## src/inc/ppm_pkg.sv

```systemverilog
// ppm_pkg: constants shared by the printer port pin logic
// assumes a single 10 MHz clock and a byte-wide register port
package ppm_pkg;

  // ----------------------------------------------------------------
  // register offsets
  // ----------------------------------------------------------------
  localparam int unsigned ADDR_W   = 3;
  localparam int unsigned DATA_W   = 8;
  localparam logic [2:0]  OFF_DATA = 3'h0;
  localparam logic [2:0]  OFF_STAT = 3'h1;
  localparam logic [2:0]  OFF_CTRL = 3'h2;
  localparam logic [2:0]  OFF_ISTA = 3'h3;
  localparam logic [2:0]  OFF_IMSK = 3'h4;
  localparam logic [2:0]  OFF_MODE = 3'h5;
  localparam logic [2:0]  OFF_EPPD = 3'h6;

  // ----------------------------------------------------------------
  // field positions
  // ----------------------------------------------------------------
  localparam int unsigned CTL_STROBE = 0;
  localparam int unsigned CTL_LFEED  = 1;
  localparam int unsigned CTL_RESET  = 2;
  localparam int unsigned CTL_SELECT = 3;
  localparam int unsigned CTL_IRQEN  = 4;
  localparam int unsigned CTL_DIR    = 5;
  localparam int unsigned CTL_W      = 6;
  localparam int unsigned ST_NBUSY   = 7;
  localparam int unsigned ST_ACCEPT  = 6;
  localparam int unsigned ST_EMPTY   = 5;
  localparam int unsigned ST_ONLINE  = 4;
  localparam int unsigned ST_FAULT   = 3;
  localparam int unsigned ST_TMO     = 0;
  localparam int unsigned EV_ACCEPT  = 0;
  localparam int unsigned EV_FAULT   = 1;
  localparam int unsigned EV_TMO     = 2;
  localparam int unsigned EV_W       = 3;
  localparam int unsigned MODE_EPP   = 0;
  localparam int unsigned SY_BUSY    = 0;
  localparam int unsigned SY_ACCEPT  = 1;
  localparam int unsigned SY_EMPTY   = 2;
  localparam int unsigned SY_ONLINE  = 3;
  localparam int unsigned SY_FAULT   = 4;
  localparam int unsigned SY_W       = 5;

  // ----------------------------------------------------------------
  // reset values
  // ----------------------------------------------------------------
  localparam logic [CTL_W-1:0] CTRL_RST = 6'h00;
  localparam logic [EV_W-1:0]  IRQ_RST  = 3'h0;
  localparam logic [SY_W-1:0]  SYNC_RST = 5'h1A; // idle: accepted, online, fault lines high

  // ----------------------------------------------------------------
  // timing
  // ----------------------------------------------------------------
  localparam int unsigned CLK_PERIOD_NS  = 100;
  localparam int unsigned EPP_TIMEOUT_NS = 10000;
  localparam int unsigned EPP_TIMEOUT_CYC = EPP_TIMEOUT_NS / CLK_PERIOD_NS; // longest wait, rounded down
  localparam int unsigned CNT_W = 16;

  // ----------------------------------------------------------------
  // types
  // ----------------------------------------------------------------
  typedef enum logic {EPP_IDLE, EPP_WAIT} ppm_epp_e;

endpackage : ppm_pkg

```

## src/hw/ppm_sync.sv

```systemverilog
// ppm_sync: two-stage synchroniser for the peripheral status inputs
// assumes inputs may change at any time relative to clk_i
`timescale 1ns/1ps
`default_nettype none
module ppm_sync
  import ppm_pkg::*;
#(
  parameter int unsigned            WIDTH   = SY_W,
  parameter logic [SY_W-1:0]        RST_VAL = SYNC_RST
) (
  // clock and reset
  input  wire logic             clk_i,
  input  wire logic             rst_i,
  // raw and synchronised levels
  input  wire logic [WIDTH-1:0] d_i,
  output logic      [WIDTH-1:0] q_o
);

  if (WIDTH < 1 || WIDTH > SY_W) begin : g_chk
    $error("ppm_sync: WIDTH out of range");
  end

  typedef struct packed {
    logic [WIDTH-1:0] meta;
    logic [WIDTH-1:0] stable;
  } ppm_sync_s;

  ppm_sync_s q, d;

  // first stage feeds only the second stage
  always_comb begin
    d        = q;
    d.meta   = d_i;
    d.stable = q.meta;
  end

  always_ff @(posedge clk_i) begin
    if (rst_i) begin
      q <= '{meta: RST_VAL[WIDTH-1:0], stable: RST_VAL[WIDTH-1:0]};
    end else begin
      q <= d;
    end
  end

  assign q_o = q.stable;
endmodule : ppm_sync
`default_nettype wire

```

## src/hw/ppm_port.sv

```systemverilog
// ppm_port: standard and enhanced mode printer port pin logic with register port
// assumes all inputs sampled on clk_i; peripheral status lines are asynchronous
// and pass through ppm_sync; the host side waits on the register port only while an enhanced access is stretched
//
// Operation
// select output low while control bit 3 is set
// reset output follows control bit 2 directly, low resets printer
// line feed output low while control bit 1 is set
// data latch output low while control bit 0 is set
// software pulses control bit 0 to latch data into printer
// status bit 7 reads inverse of busy input
// status bit 6 reads accepted input unchanged
// printer drives accepted line low when it takes the data
// status bit 5 reads media empty input directly
// status bit 4 reads online input directly
// status bit 3 reads fault input directly
// eight port data lines form a two-way bus
// enhanced mode pulls host ready low to stretch access, else released
// second interrupt output gated by control bit 4
// status inputs pass a two-stage synchroniser before being read
`timescale 1ns/1ps
`default_nettype none
module ppm_port
  import ppm_pkg::*;
#(
  parameter int unsigned TIMEOUT_CYC = EPP_TIMEOUT_CYC
) (
  // clock and reset
  input  wire logic              clk_i,
  input  wire logic              rst_i,
  // register port
  input  wire logic [ADDR_W-1:0] addr_i,
  input  wire logic [DATA_W-1:0] wr_data_i,
  input  wire logic              wr_i,
  input  wire logic              rd_i,
  output logic      [DATA_W-1:0] rd_data_o,
  // printer control outputs
  output logic                   printer_select_out_n_o,
  output logic                   printer_reset_out_n_o,
  output logic                   line_feed_out_n_o,
  output logic                   data_latch_pulse_n_o,
  // printer status inputs
  input  wire logic              busy_i,
  input  wire logic              printer_accepted_n_i,
  input  wire logic              media_empty_i,
  input  wire logic              printer_online_i,
  input  wire logic              printer_fault_n_i,
  // port data lines
  input  wire logic [DATA_W-1:0] port_data_lines_i,
  output logic      [DATA_W-1:0] port_data_lines_o,
  output logic                   port_data_lines_oe_o,
  // host bus ready, open drain
  output logic                   host_ready_o,
  output logic                   host_ready_oe_o,
  // interrupts
  output logic                   irq_o,
  output logic                   port_irq_second_o
);

  // ----------------------------------------------------------------
  // elaboration checks
  // ----------------------------------------------------------------
  if (TIMEOUT_CYC < 1 || TIMEOUT_CYC >= (1 << CNT_W)) begin : g_chk
    $error("ppm_port: TIMEOUT_CYC out of range");
  end

  localparam logic [CNT_W-1:0] TO_LAST = CNT_W'(TIMEOUT_CYC - 1);

  // ----------------------------------------------------------------
  // state
  // ----------------------------------------------------------------
  typedef struct packed {
    logic [DATA_W-1:0] data;
    logic [CTL_W-1:0]  ctrl;
    logic              epp_en;
    logic [EV_W-1:0]   irq_stat;
    logic [EV_W-1:0]   irq_mask;
    logic [DATA_W-1:0] rd_data;
    ppm_epp_e          epp_st;
    logic [CNT_W-1:0]  cnt;
    logic [SY_W-1:0]   prev;
  } ppm_state_s;

  localparam ppm_state_s STATE_RST = '{
    data:     '0,
    ctrl:     CTRL_RST,
    epp_en:   1'b0,
    irq_stat: IRQ_RST,
    irq_mask: IRQ_RST,
    rd_data:  '0,
    epp_st:   EPP_IDLE,
    cnt:      '0,
    prev:     SYNC_RST
  };

  ppm_state_s q, d;

  // address match used by several decodes
  function automatic logic hit(input logic [ADDR_W-1:0] a, input logic [ADDR_W-1:0] off);
    hit = (a == off);
  endfunction : hit

  // ----------------------------------------------------------------
  // status input synchroniser
  // ----------------------------------------------------------------
  logic [SY_W-1:0] sync_raw;
  logic [SY_W-1:0] sy;

  assign sync_raw = {printer_fault_n_i, printer_online_i, media_empty_i,
                     printer_accepted_n_i, busy_i};

  ppm_sync #(
    .WIDTH   (SY_W),
    .RST_VAL (SYNC_RST)
  ) u_sync (
    .clk_i (clk_i),
    .rst_i (rst_i),
    .d_i   (sync_raw),
    .q_o   (sy)
  );

  // ----------------------------------------------------------------
  // events and decodes
  // ----------------------------------------------------------------
  logic [EV_W-1:0]   ev;
  logic [EV_W-1:0]   clr;
  logic              epp_start;
  logic              tmo_ev;
  logic [DATA_W-1:0] status;

  // falling edges of synchronised lines; the edge detector reads stage two only
  assign tmo_ev    = (q.epp_st == EPP_WAIT) && !sy[SY_BUSY] && (q.cnt == TO_LAST);
  assign ev[EV_ACCEPT] = q.prev[SY_ACCEPT] && !sy[SY_ACCEPT];
  assign ev[EV_FAULT]  = q.prev[SY_FAULT] && !sy[SY_FAULT];
  assign ev[EV_TMO]    = tmo_ev;
  assign clr       = (wr_i && hit(addr_i, OFF_ISTA)) ? wr_data_i[EV_W-1:0] : '0;
  assign epp_start = q.epp_en && (wr_i || rd_i) && hit(addr_i, OFF_EPPD);

  // status byte; reserved bits 2:1 read as zero
  always_comb begin
    status            = '0;
    status[ST_NBUSY]  = !sy[SY_BUSY];
    status[ST_ACCEPT] = sy[SY_ACCEPT];
    status[ST_EMPTY]  = sy[SY_EMPTY];
    status[ST_ONLINE] = sy[SY_ONLINE];
    status[ST_FAULT]  = sy[SY_FAULT];
    status[ST_TMO]    = q.irq_stat[EV_TMO];
  end

  // ----------------------------------------------------------------
  // next state
  // ----------------------------------------------------------------
  always_comb begin
    d         = q;
    d.rd_data = '0; // read data stand for one cycle only
    d.prev    = sy;
    // sticky events: a set in the clearing cycle wins
    d.irq_stat = (q.irq_stat & ~clr) | ev;

    // register writes
    if (wr_i) begin
      case (addr_i)
        OFF_DATA: d.data     = wr_data_i;
        OFF_CTRL: d.ctrl     = wr_data_i[CTL_W-1:0];
        OFF_IMSK: d.irq_mask = wr_data_i[EV_W-1:0];
        OFF_MODE: d.epp_en   = wr_data_i[MODE_EPP];
        OFF_EPPD: begin
          if (q.epp_en) begin
            d.data = wr_data_i;
          end
        end
        default: ;
      endcase
    end

    // register reads, answered in the next cycle
    if (rd_i) begin
      case (addr_i)
        OFF_DATA: d.rd_data = q.ctrl[CTL_DIR] ? port_data_lines_i : q.data;
        OFF_STAT: d.rd_data = status;
        OFF_CTRL: d.rd_data = DATA_W'(q.ctrl);
        OFF_ISTA: d.rd_data = DATA_W'(q.irq_stat);
        OFF_IMSK: d.rd_data = DATA_W'(q.irq_mask);
        OFF_MODE: d.rd_data = DATA_W'(q.epp_en);
        OFF_EPPD: d.rd_data = q.epp_en ? port_data_lines_i : '0;
        default:  d.rd_data = '0;
      endcase
    end

    // enhanced access stretch: hold the host off until the peripheral
    // signals ready on busy, or give up after the timeout
    case (q.epp_st)
      EPP_IDLE: begin
        d.cnt = '0;
        if (epp_start) begin
          d.epp_st = EPP_WAIT;
        end
      end
      EPP_WAIT: begin
        d.cnt = q.cnt + CNT_W'(1);
        if (sy[SY_BUSY] || tmo_ev || !q.epp_en) begin
          d.epp_st = EPP_IDLE;
          d.cnt    = '0;
        end
      end
      default: begin
        d.epp_st = EPP_IDLE;
        d.cnt    = '0;
      end
    endcase
  end

  // single register for all state
  always_ff @(posedge clk_i) begin
    if (rst_i) begin
      q <= STATE_RST;
    end else begin
      q <= d;
    end
  end

  // ----------------------------------------------------------------
  // outputs
  // ----------------------------------------------------------------
  // control lines come straight off the control flops
  assign printer_select_out_n_o = !q.ctrl[CTL_SELECT];
  assign printer_reset_out_n_o  = q.ctrl[CTL_RESET];
  assign line_feed_out_n_o      = !q.ctrl[CTL_LFEED];
  assign data_latch_pulse_n_o   = !q.ctrl[CTL_STROBE];
  assign rd_data_o              = q.rd_data;

  // data lines driven unless the direction bit turns them round
  assign port_data_lines_o    = q.data;
  assign port_data_lines_oe_o = !q.ctrl[CTL_DIR];

  // ready is only ever pulled low; the pull-up makes it high otherwise
  assign host_ready_o    = 1'b0;
  assign host_ready_oe_o = (q.epp_st == EPP_WAIT);

  // level interrupt; the second output is also gated by control bit 4
  assign irq_o             = |(q.irq_stat & q.irq_mask);
  assign port_irq_second_o = irq_o && q.ctrl[CTL_IRQEN];
endmodule : ppm_port
`default_nettype wire

```

## config.mk

```make
export PLATFORM = sky130hd
export DESIGN_NAME = ppm_port
export DESIGN_NICKNAME = d
export VERILOG_FILES = /design/src/inc/ppm_pkg.sv /design/src/hw/ppm_sync.sv /design/src/hw/ppm_port.sv
export SDC_FILE = /design/constraint.sdc
export NUM_CORES = 1
export LEC_CHECK = 0
export BUFFER_PORTS_ARGS = -buffer_cell sky130_fd_sc_hd__buf_2
export CORE_MARGIN = 2
export CORE_UTILIZATION = 54
export CTS_BUF_LIST = sky130_fd_sc_hd__clkbuf_8 sky130_fd_sc_hd__clkbuf_16
export DETAILED_ROUTE_END_ITERATION = 12
export PLACE_DENSITY = 0.79
export SLEW_MARGIN = 40
export SYNTH_ARGS = -nofsm -noshare
export SYNTH_HDL_FRONTEND = slang
export SYNTH_SLANG_ARGS = --single-unit
```

## constraint.sdc

```tcl
create_clock -name clk_i -period 1.9 [get_ports clk_i]
set_input_delay 0.285 -clock clk_i [delete_from_list [all_inputs] [get_ports clk_i]]
set_output_delay 0.285 -clock clk_i [all_outputs]
set_load 0.05 [all_outputs]
```

After elaboration in Yosys (flattened, before gate mapping)

Index checks and enable logic that the tools add are counted.

Equality and inequality tests: 8
Muxes and demuxes: 9
Bitwise gates (word level): 6
Reduce and logical (&&, ||, !) cells: 27
$add $sub $neg: 1

Operators by type and width:

| kind                                                             | count |
|---|---|
| 8-bit one-hot mux with 7 select lines                            | 1 |
| 17-bit one-hot mux with 2 select lines                           | 1 |
| 8-bit 2-to-1 mux                                                 | 3 |
| 17-bit 2-to-1 mux                                                | 1 |
| 16-bit by 1-bit adder with 16-bit output, second input constant  | 1 |
| 16-bit by 7-bit == test with 1-bit output, second input constant | 1 |
| 8-bit one-hot mux with 2 select lines                            | 1 |
| 3-bit == test, second input constant                             | 3 |
| 1-bit logical AND                                                | 8 |
| 1-bit logical NOT                                                | 8 |
| 3-bit bitwise AND                                                | 2 |
| 3-bit by 2-bit == test with 1-bit output, second input constant  | 2 |
| 2-bit AND reduction                                              | 3 |
| 3-bit by 1-bit == test with 1-bit output, second input constant  | 1 |
| 3-bit logical NOT                                                | 1 |
| 1-bit logical OR                                                 | 3 |
| 3-bit 2-to-1 mux                                                 | 1 |
| 3-bit NOT                                                        | 1 |
| 3-bit OR                                                         | 1 |
| 3-bit AND reduction                                              | 1 |
| 3-bit OR reduction                                               | 1 |
| 2-bit != test, second input constant                             | 1 |
| 1-bit NOT                                                        | 2 |
| 2-bit nonzero test                                               | 1 |
| 2 further kinds                                                  | 2 |

Word-level logic and storage cells: 62
Output and inout bits: 25
Bits of input ports: 28
Bits in registers: 61

Depth between registers and ports, before layout

Gate-level depths: netlist of the first run.

Word-level depth: 7
Mapped depth: 6
Mapped depth without buffers: 5

Modules after synthesis

Synthesis of the first run repeated with hierarchy kept, for this count alone.

Cell total of the unflattened synthesis: 292
Area, all modules: 2648.8 sq um

Modules (own cells, without submodules):

| module   | seq. area each (sq um) | times used | area each (sq um) | cells each |
|---|---|---|---|---|
| ppm_port | 960.9                  | 1          | 2386.0            | 272 |
| ppm_sync | 200.2                  | 1          | 262.8             | 20 |

Worst setup path before layout of the first run

OpenSTA, ideal clock, no wires.

Kind: flip-flop to output port
From: reg q[35] (netlist bit)
To: out port_irq_second_o
Stages on the path, launching flop included: 4
Data arrival time: 1.289 ns
Slack: 0.326 ns
Data required time: 1.615 ns
Cell sequence: dfxtp_1 a22oi_1 nand2_1 and2_1

Longest elaborated chain between the ends: 3

Ends and longest elaborated chain:

| what                     | RTL line        | source |
|---|---|---|
| start: declaration       | ppm_port.sv:96  | `ppm_state_s q, d;` |
| start signal: assignment | ppm_port.sv:216 | `q <= STATE_RST;` |
| start signal: assignment | ppm_port.sv:218 | `q <= d;` |
| 3-bit bitwise AND        | ppm_port.sv:241 | `assign irq_o = \|(q.irq_stat & q.irq_mask);` |
| 3-bit OR reduction       | ppm_port.sv:241 |  |
| via irq_o                | ppm_port.sv:56  | `output logic irq_o,` |
| 1-bit logical AND        | ppm_port.sv:242 | `assign port_irq_second_o = irq_o && q.ctrl[CTL_IRQEN];` |
| end: declaration         | ppm_port.sv:57  | `output logic port_irq_second_o` |

The timed path passes the listed nets, and every way through them passes these cells.

Worst setup path after layout of the first run

From: reg q[35] (netlist bit)
To: out port_irq_second_o

Longest elaborated chain between the ends: 3

Ends and longest elaborated chain:

| what               | RTL line |
|---|---|
| 3-bit bitwise AND  | ppm_port.sv:241 |
| 3-bit OR reduction | ppm_port.sv:241 |
| 1-bit logical AND  | ppm_port.sv:242 |

Every way passes these cells.

==> results of run 1 <==
[state kept, by name, summed over array words and instances, names as in the netlist]
signal,count
rd_data_o,8
printer_reset_out_n_o,1
q,30
u_sync.d,5
u_sync.q_o,5
host_ready_oe_o,1
port_data_lines_o,8
[critical path: stages, from the launching register on]
cell and delay (ns):
dfxtp_1 0.34, a22oi_1 0.22, nand2_1 0.10, and2_1 0.16, buf_2 0.20
[power by group]
group | total [W] | switching [W] | internal [W] | leakage, nW
Combinational | 0.000184 | 0.000115 | 0.0000689 | 0.594
Sequential | 0.00125 | 0.0000142 | 0.00124 | 0.471
Clock | 0.00116 | 0.000515 | 0.000640 | 0.0945
Total | 0.00259 | 0.000645 | 0.00195 | 1.16
[how the worst min path moves through the flow]
stage,from,endpoint,slack [ns],cells after the start
final,printer_accepted_n_i,u_sync.d[1],0.12,2
after global routing,printer_fault_n_i,u_sync.d[4],0.12,2
after CTS,printer_accepted_n_i,u_sync.d[1],0.11,2
after detailed placement,u_sync.d[4],u_sync.q_o[4],0.40,1
after global placement,u_sync.d[4],u_sync.q_o[4],0.39,1
after floorplan,printer_accepted_n_i,u_sync.d[1],0.39,1
[cell usage in the layout, fill, tap and decap left out, drive strengths merged, types with 2 or more instances in the layout]
cell type  instances
a31oi              2
nor3b              3
xnor2              8
nor3               4
or3b               2
nand3             13
clkbuf            10
nand3b             3
nor4               5
o21ai              5
mux2i             22
xor2               4
nand2             20
a22oi              3
a21oi             15
o31ai              3
inv                7
buf               58
nor2              41
nor2b             10
and3               5
a32o               2
dfxtp             58
nand4              2
clkinvlp           3
or2               10
clkinv             2
nand2b             3
or4                2
[per-stage QoR]
stage	worst slack, ns	power (W)	instances	utilization (%)	cell area (um^2)
after floorplan	0.326	0.00141	296	-	2660
after global placement	0.318	0.00146	392	60.3	2850
after detailed placement	0.260	0.00146	392	60.3	2850
after CTS	0.266	0.00260	408	64.7	3050
after global routing	0.219	0.00267	408	64.7	3050
final	0.256	0.00259	408	64.7	3050
[cell families after synthesis]
group / Yosys count / share of synthesized area [%]
simple gates: 129 / 25.2
flops: 58 / 43.7
compound gates: 37 / 9.80
buf+inv: 36 / 8.39
mux: 22 / 8.29
xor+xnor: 12 / 3.96
fa+ha+maj: 1 / 0.471
other cells: 1 / 0.141
[routing by layer]
| metal | up-vias | part of all wire, % | track usage [%] | wire, um |
|---|---|---|---|---|
| met3 | 13 | 5.9 | 4.47 | 333 |
| li1 | 1078 | - | - | - |
| met1 | 976 | 45 | 26.8 | 2540 |
| met5 | - | 0 | 0 | 0 |
| met4 | 0 | 2.5 | 13.5 | 143 |
| met2 | 75 | 47 | 37.5 | 2630 |
[layout make-up]
cell class,count,area [um^2]
Timing Repair Buffer,58,308
Multi-Input combinational cell,202,1270
Tap cell,67,83.8
Clock inverter,6,66.3
Inverter,7,26.3
Clock buffer,10,138
Sequential cell,58,1160
Fill cell,404,1670
==> run metrics, run 1 <==
status=completed; first-pass GRT wire length=9240 um; Residual DRC=0; Yosys top cell by area=dfxtp_1; f_max=608 MHz; GP Congestion=0.833; layout cells sized above 1=26.1%; Worst Path Class, Setup=register to output port; Power Dens Cells=849 mW/mm^2; routed len/inst=13.8 um; leak pwr=1.16 nW; Max FO, Critical Path=4; Nets=365; Mapped Area=0.00266 mm^2; Post-synth EDFFs=0; GR Util All Layers=22.5%; CTS tree=yes; r2r startpoint=q[6]; Synth-to-Final Area Change=15.0%; Post-CTS Setup Bufs=0; synth warn=0; CP Capture Point=port_irq_second_o; Clock Latency Late Sink=0.34 ns; final worst path period share=86.5%; Worst Path Required=1.62 ns; Ports=53; Post-synth top flop=dfxtp_1; top cell type's share of synthesized area=43.7%; initial core utilization=56.2%; pin count of the biggest net entering global routing=24; Die Wd=74.1 um; worst hold path class=primary input to register; register area share after synthesis=43.7%; most frequent cells after synthesis=dfxtp_1 (58), nor2_1 (41), mux2i_1 (22), nand2_1 (20), buf_4 (18); DRT Pass-1 Iters=5; final hold slack=0.122 ns; ys async rst share=0%; vias in the first global route=2031; count leader, synth=dfxtp_1; Syn Inst Count=296; Peak supply drop=0.534 mV; Die Y=74.1 um; Period minus WS final=1.64 ns; std cell rows=25; final-report hold violation count=0; Distinct cells, synth=47; CTS clk-pin slew, worst paths=0.07 ns; # Max-Cap Violations=0; Setup Viol. Count Final=0; DRT iter0 DRCs=200; total clock sinks=58; worst-case reg-to-reg path depth=5; hpwl dp=4070 um; crit path from=q[35]; #FFs+latches synth=58; vias per cell=5.25; PortBufs=51; ANT nets after route=0; Vias=2142; Detailed Route WL=5650 um; post-cts resize count=0; Worst R2R End=q[19]; Num CTS Buffers=9; Area contributors post-synth=dfxtp_1 (44%), mux2i_1 (8.3%), nor2_1 (5.8%); CP Capture Type=output port; RSZ-0062 raised after global routing=no; max-slew violations=0; Syn Area/Cell=8.97 um^2; Syn Nets=325; post-route setup TNS=0 ns; Antenna Cells=0; crit start category=register; initial antenna violation count=0; worst reg2reg setup slack=0.33 ns; CTS Hold Bufs=0; Worst EP arrival=1.36 ns; Setup Skew=0.00793 ns; die area=0.00549 mm^2; H-tree depth=3; clock buffer depth=2; CTS Root Cell=clkbuf_8; Core ar.=0.00472 mm^2; gr ovfl total=0
No activity file was read; power rests on OpenSTA's default activity.
==> run 2: changes to the inputs <==
Settings changed: ABC_AREA set to 1, PLACE_DENSITY 0.79 to 0.78.
==> run metrics, run 2 <==
gr ovfl total=0; PortBufs=51; Post-synth top flop=dfxtp_1; Detailed Route WL=5760 um; Synth-to-Final Area Change=14.1%; #FFs+latches synth=58; Vias=2396; std cell rows=25; Num CTS Buffers=9; max reg flops=30; Worst Path Required=1.62 ns; Nets=450; pin count of the biggest net entering global routing=19; Syn Area/Cell=7.02 um^2; mux cell area share after synthesis=0%; Core ar.=0.00475 mm^2; Peak supply drop=0.664 mV; worst hold path class=primary input to register; Post-CTS Setup Bufs=0; crit start category=register; FILL cells=437; most frequent cells in the layout=nand2_1 (104), dfxtp_1 (58), nor2_1 (51), buf_2 (51), inv_1 (36); final worst path period share=93.3%; leak pwr=1.30 nW; top cell type's share of synthesized area=43.2%; synth warn=0; Residual DRC=0; # Max-Cap Violations=0; Max FO, Critical Path=10; routed len/inst=11.7 um; layout cells sized above 1=20.0%; hpwl dp=4370 um; initial antenna violation count=0; Ports=53; Die Wd=74.5 um; Clock Latency Late Sink=0.33 ns; Post-synth EDFFs=0; Antenna Cells=0; Worst EP arrival=1.49 ns; Distinct cells, synth=28; Post-Layout Cell Count=493; fraction of the mapped netlist area in adder cells=0.466%; Comb pwr share=7.4%; vias in the first global route=2093; Setup Viol. Count Final=0; max-slew violations=0; Syn Nets=412; f_max=564 MHz; ys async rst share=0%; Reg with most FFs=q; clock buffer depth=2; Switch Pwr=0.000605 W; total clock sinks=58; Clock power frac=43.5%; compound-gate portion of the synthesized area=8.61%; Power, Total=0.00257 W; vias per cell=4.86; GP Congestion=0.904; simple-gate area share of the yosys netlist=33.9%; CTS Hold Bufs=0; Setup Skew=0.0125 ns; CTS clk-pin slew, worst paths=0.06 ns; DRT iter0 DRCs=121; sequential power share=49.1%; status=completed; Power Dens Cells=837 mW/mm^2; Period minus WS final=1.77 ns; GR Util All Layers=22.2%; H-tree depth=3; RSZ-0062 raised after global routing=no; Internal Power=0.00196 W; Die Y=74.5 um; Net Sw Frac=23.6%; CTS Root Cell=clkbuf_8; register area share after synthesis=43.2%; most common cell after layout, fill and taps aside=nand2_1; DRT Pass-1 Iters=4; XOR/XNOR Fraction of Synth Area=2.61%; CTS tree=yes; Yosys top cell by area=dfxtp_1; count leader, synth=nand2_1; first-pass GRT wire length=9250 um; largest family of logic cells by synthesized area=simple AND/OR/NAND/NOR gates; most frequent cells after synthesis=nand2_1 (104), dfxtp_1 (58), nor2_1 (51), inv_1 (33), nand3_1 (33); Syn Inst Count=383; post-route setup TNS=0 ns; placed insts=477; Mapped Area=0.00269 mm^2; ANT nets after route=0; post-cts resize count=0; die area=0.00556 mm^2; final-report hold violation count=0; Area contributors post-synth=dfxtp_1 (43%), nand2_1 (15%), nor2_1 (7.1%); initial core utilization=56.5%; Worst Path Class, Setup=register to output port; CP Capture Type=output port
-- run 2: cell families after synthesis --
kind of cell	count (synthesis)
AOI/OAI and AO/OA	43
other	1
and+or+nand+nor	212
DFF	58
buffers and inverters	60
adders and majority gates	1
xor gates and xnor gates	8
-- run 2: stage by stage --
stage	area (um^2)	hold slack, ns	setup slack (ns)	utilization, %
6_report	3070	0.135	0.127	64.5
5_1_grt	3070	0.123	0.0560	64.5
4_1_cts	3070	0.123	0.141	64.5
3_5_place_dp	2870	0.397	0.459	60.3
3_3_place_gp	2870	0.392	0.449	60.3
2_1_floorplan	2690	0.388	0.379	-
-- run 2: power by group through the flow --
| stage | Combinational, W | Clock (W) | Sequential, W |
|---|---|---|---|
| CTS | 0.000191 | 0.00114 | 0.00126 |
| detailed placement | 0.000190 | 0 | 0.00129 |
| global route | 0.000209 | 0.00119 | 0.00126 |
| global placement | 0.000188 | 0 | 0.00129 |
| finish | 0.000191 | 0.00112 | 0.00126 |
| floorplan | 0.000136 | 0 | 0.00128 |
-- run 2: critical path, stage by stage (launching register included) --
cell,delay (ns)
dfxtp_1,0.51
clkinv_1,0.33
buf_2,0.31
-- run 2: worst paths after layout --
| kind | startpoint | end | slack [ns] | cells past startpoint |
|---|---|---|---|---|
| min reg2reg | u_sync.d[0] | u_sync.q_o[0] | 0.40 | 2 |
| min | printer_online_i | u_sync.d[3] | 0.13 | 2 |
| max | q[42] | port_data_lines_oe_o | 0.13 | 2 |
| max reg2reg | q[42] | rd_data_o[1] | 0.40 | 7 |
-- run 2: layout make-up --
cell class / instances / area (um^2) / area share [%]
multi-input cells: 265 / 1230 / 40.1
clock inverters: 5 / 46.3 / 1.51
inverters: 35 / 131 / 4.29
clock buffers: 11 / 151 / 4.94
well taps: 67 / 83.8 / 2.73
flip-flops and latches: 58 / 1160 / 37.9
repair buffers: 52 / 263 / 8.57
-- run 2: metal layers --
metal  global-route usage (%)  routed length (um)
met1                     27.9                2630
met2                     35.9                2680
met3                     6.64                 329
met4                     8.73                 112
met5                        0                   0
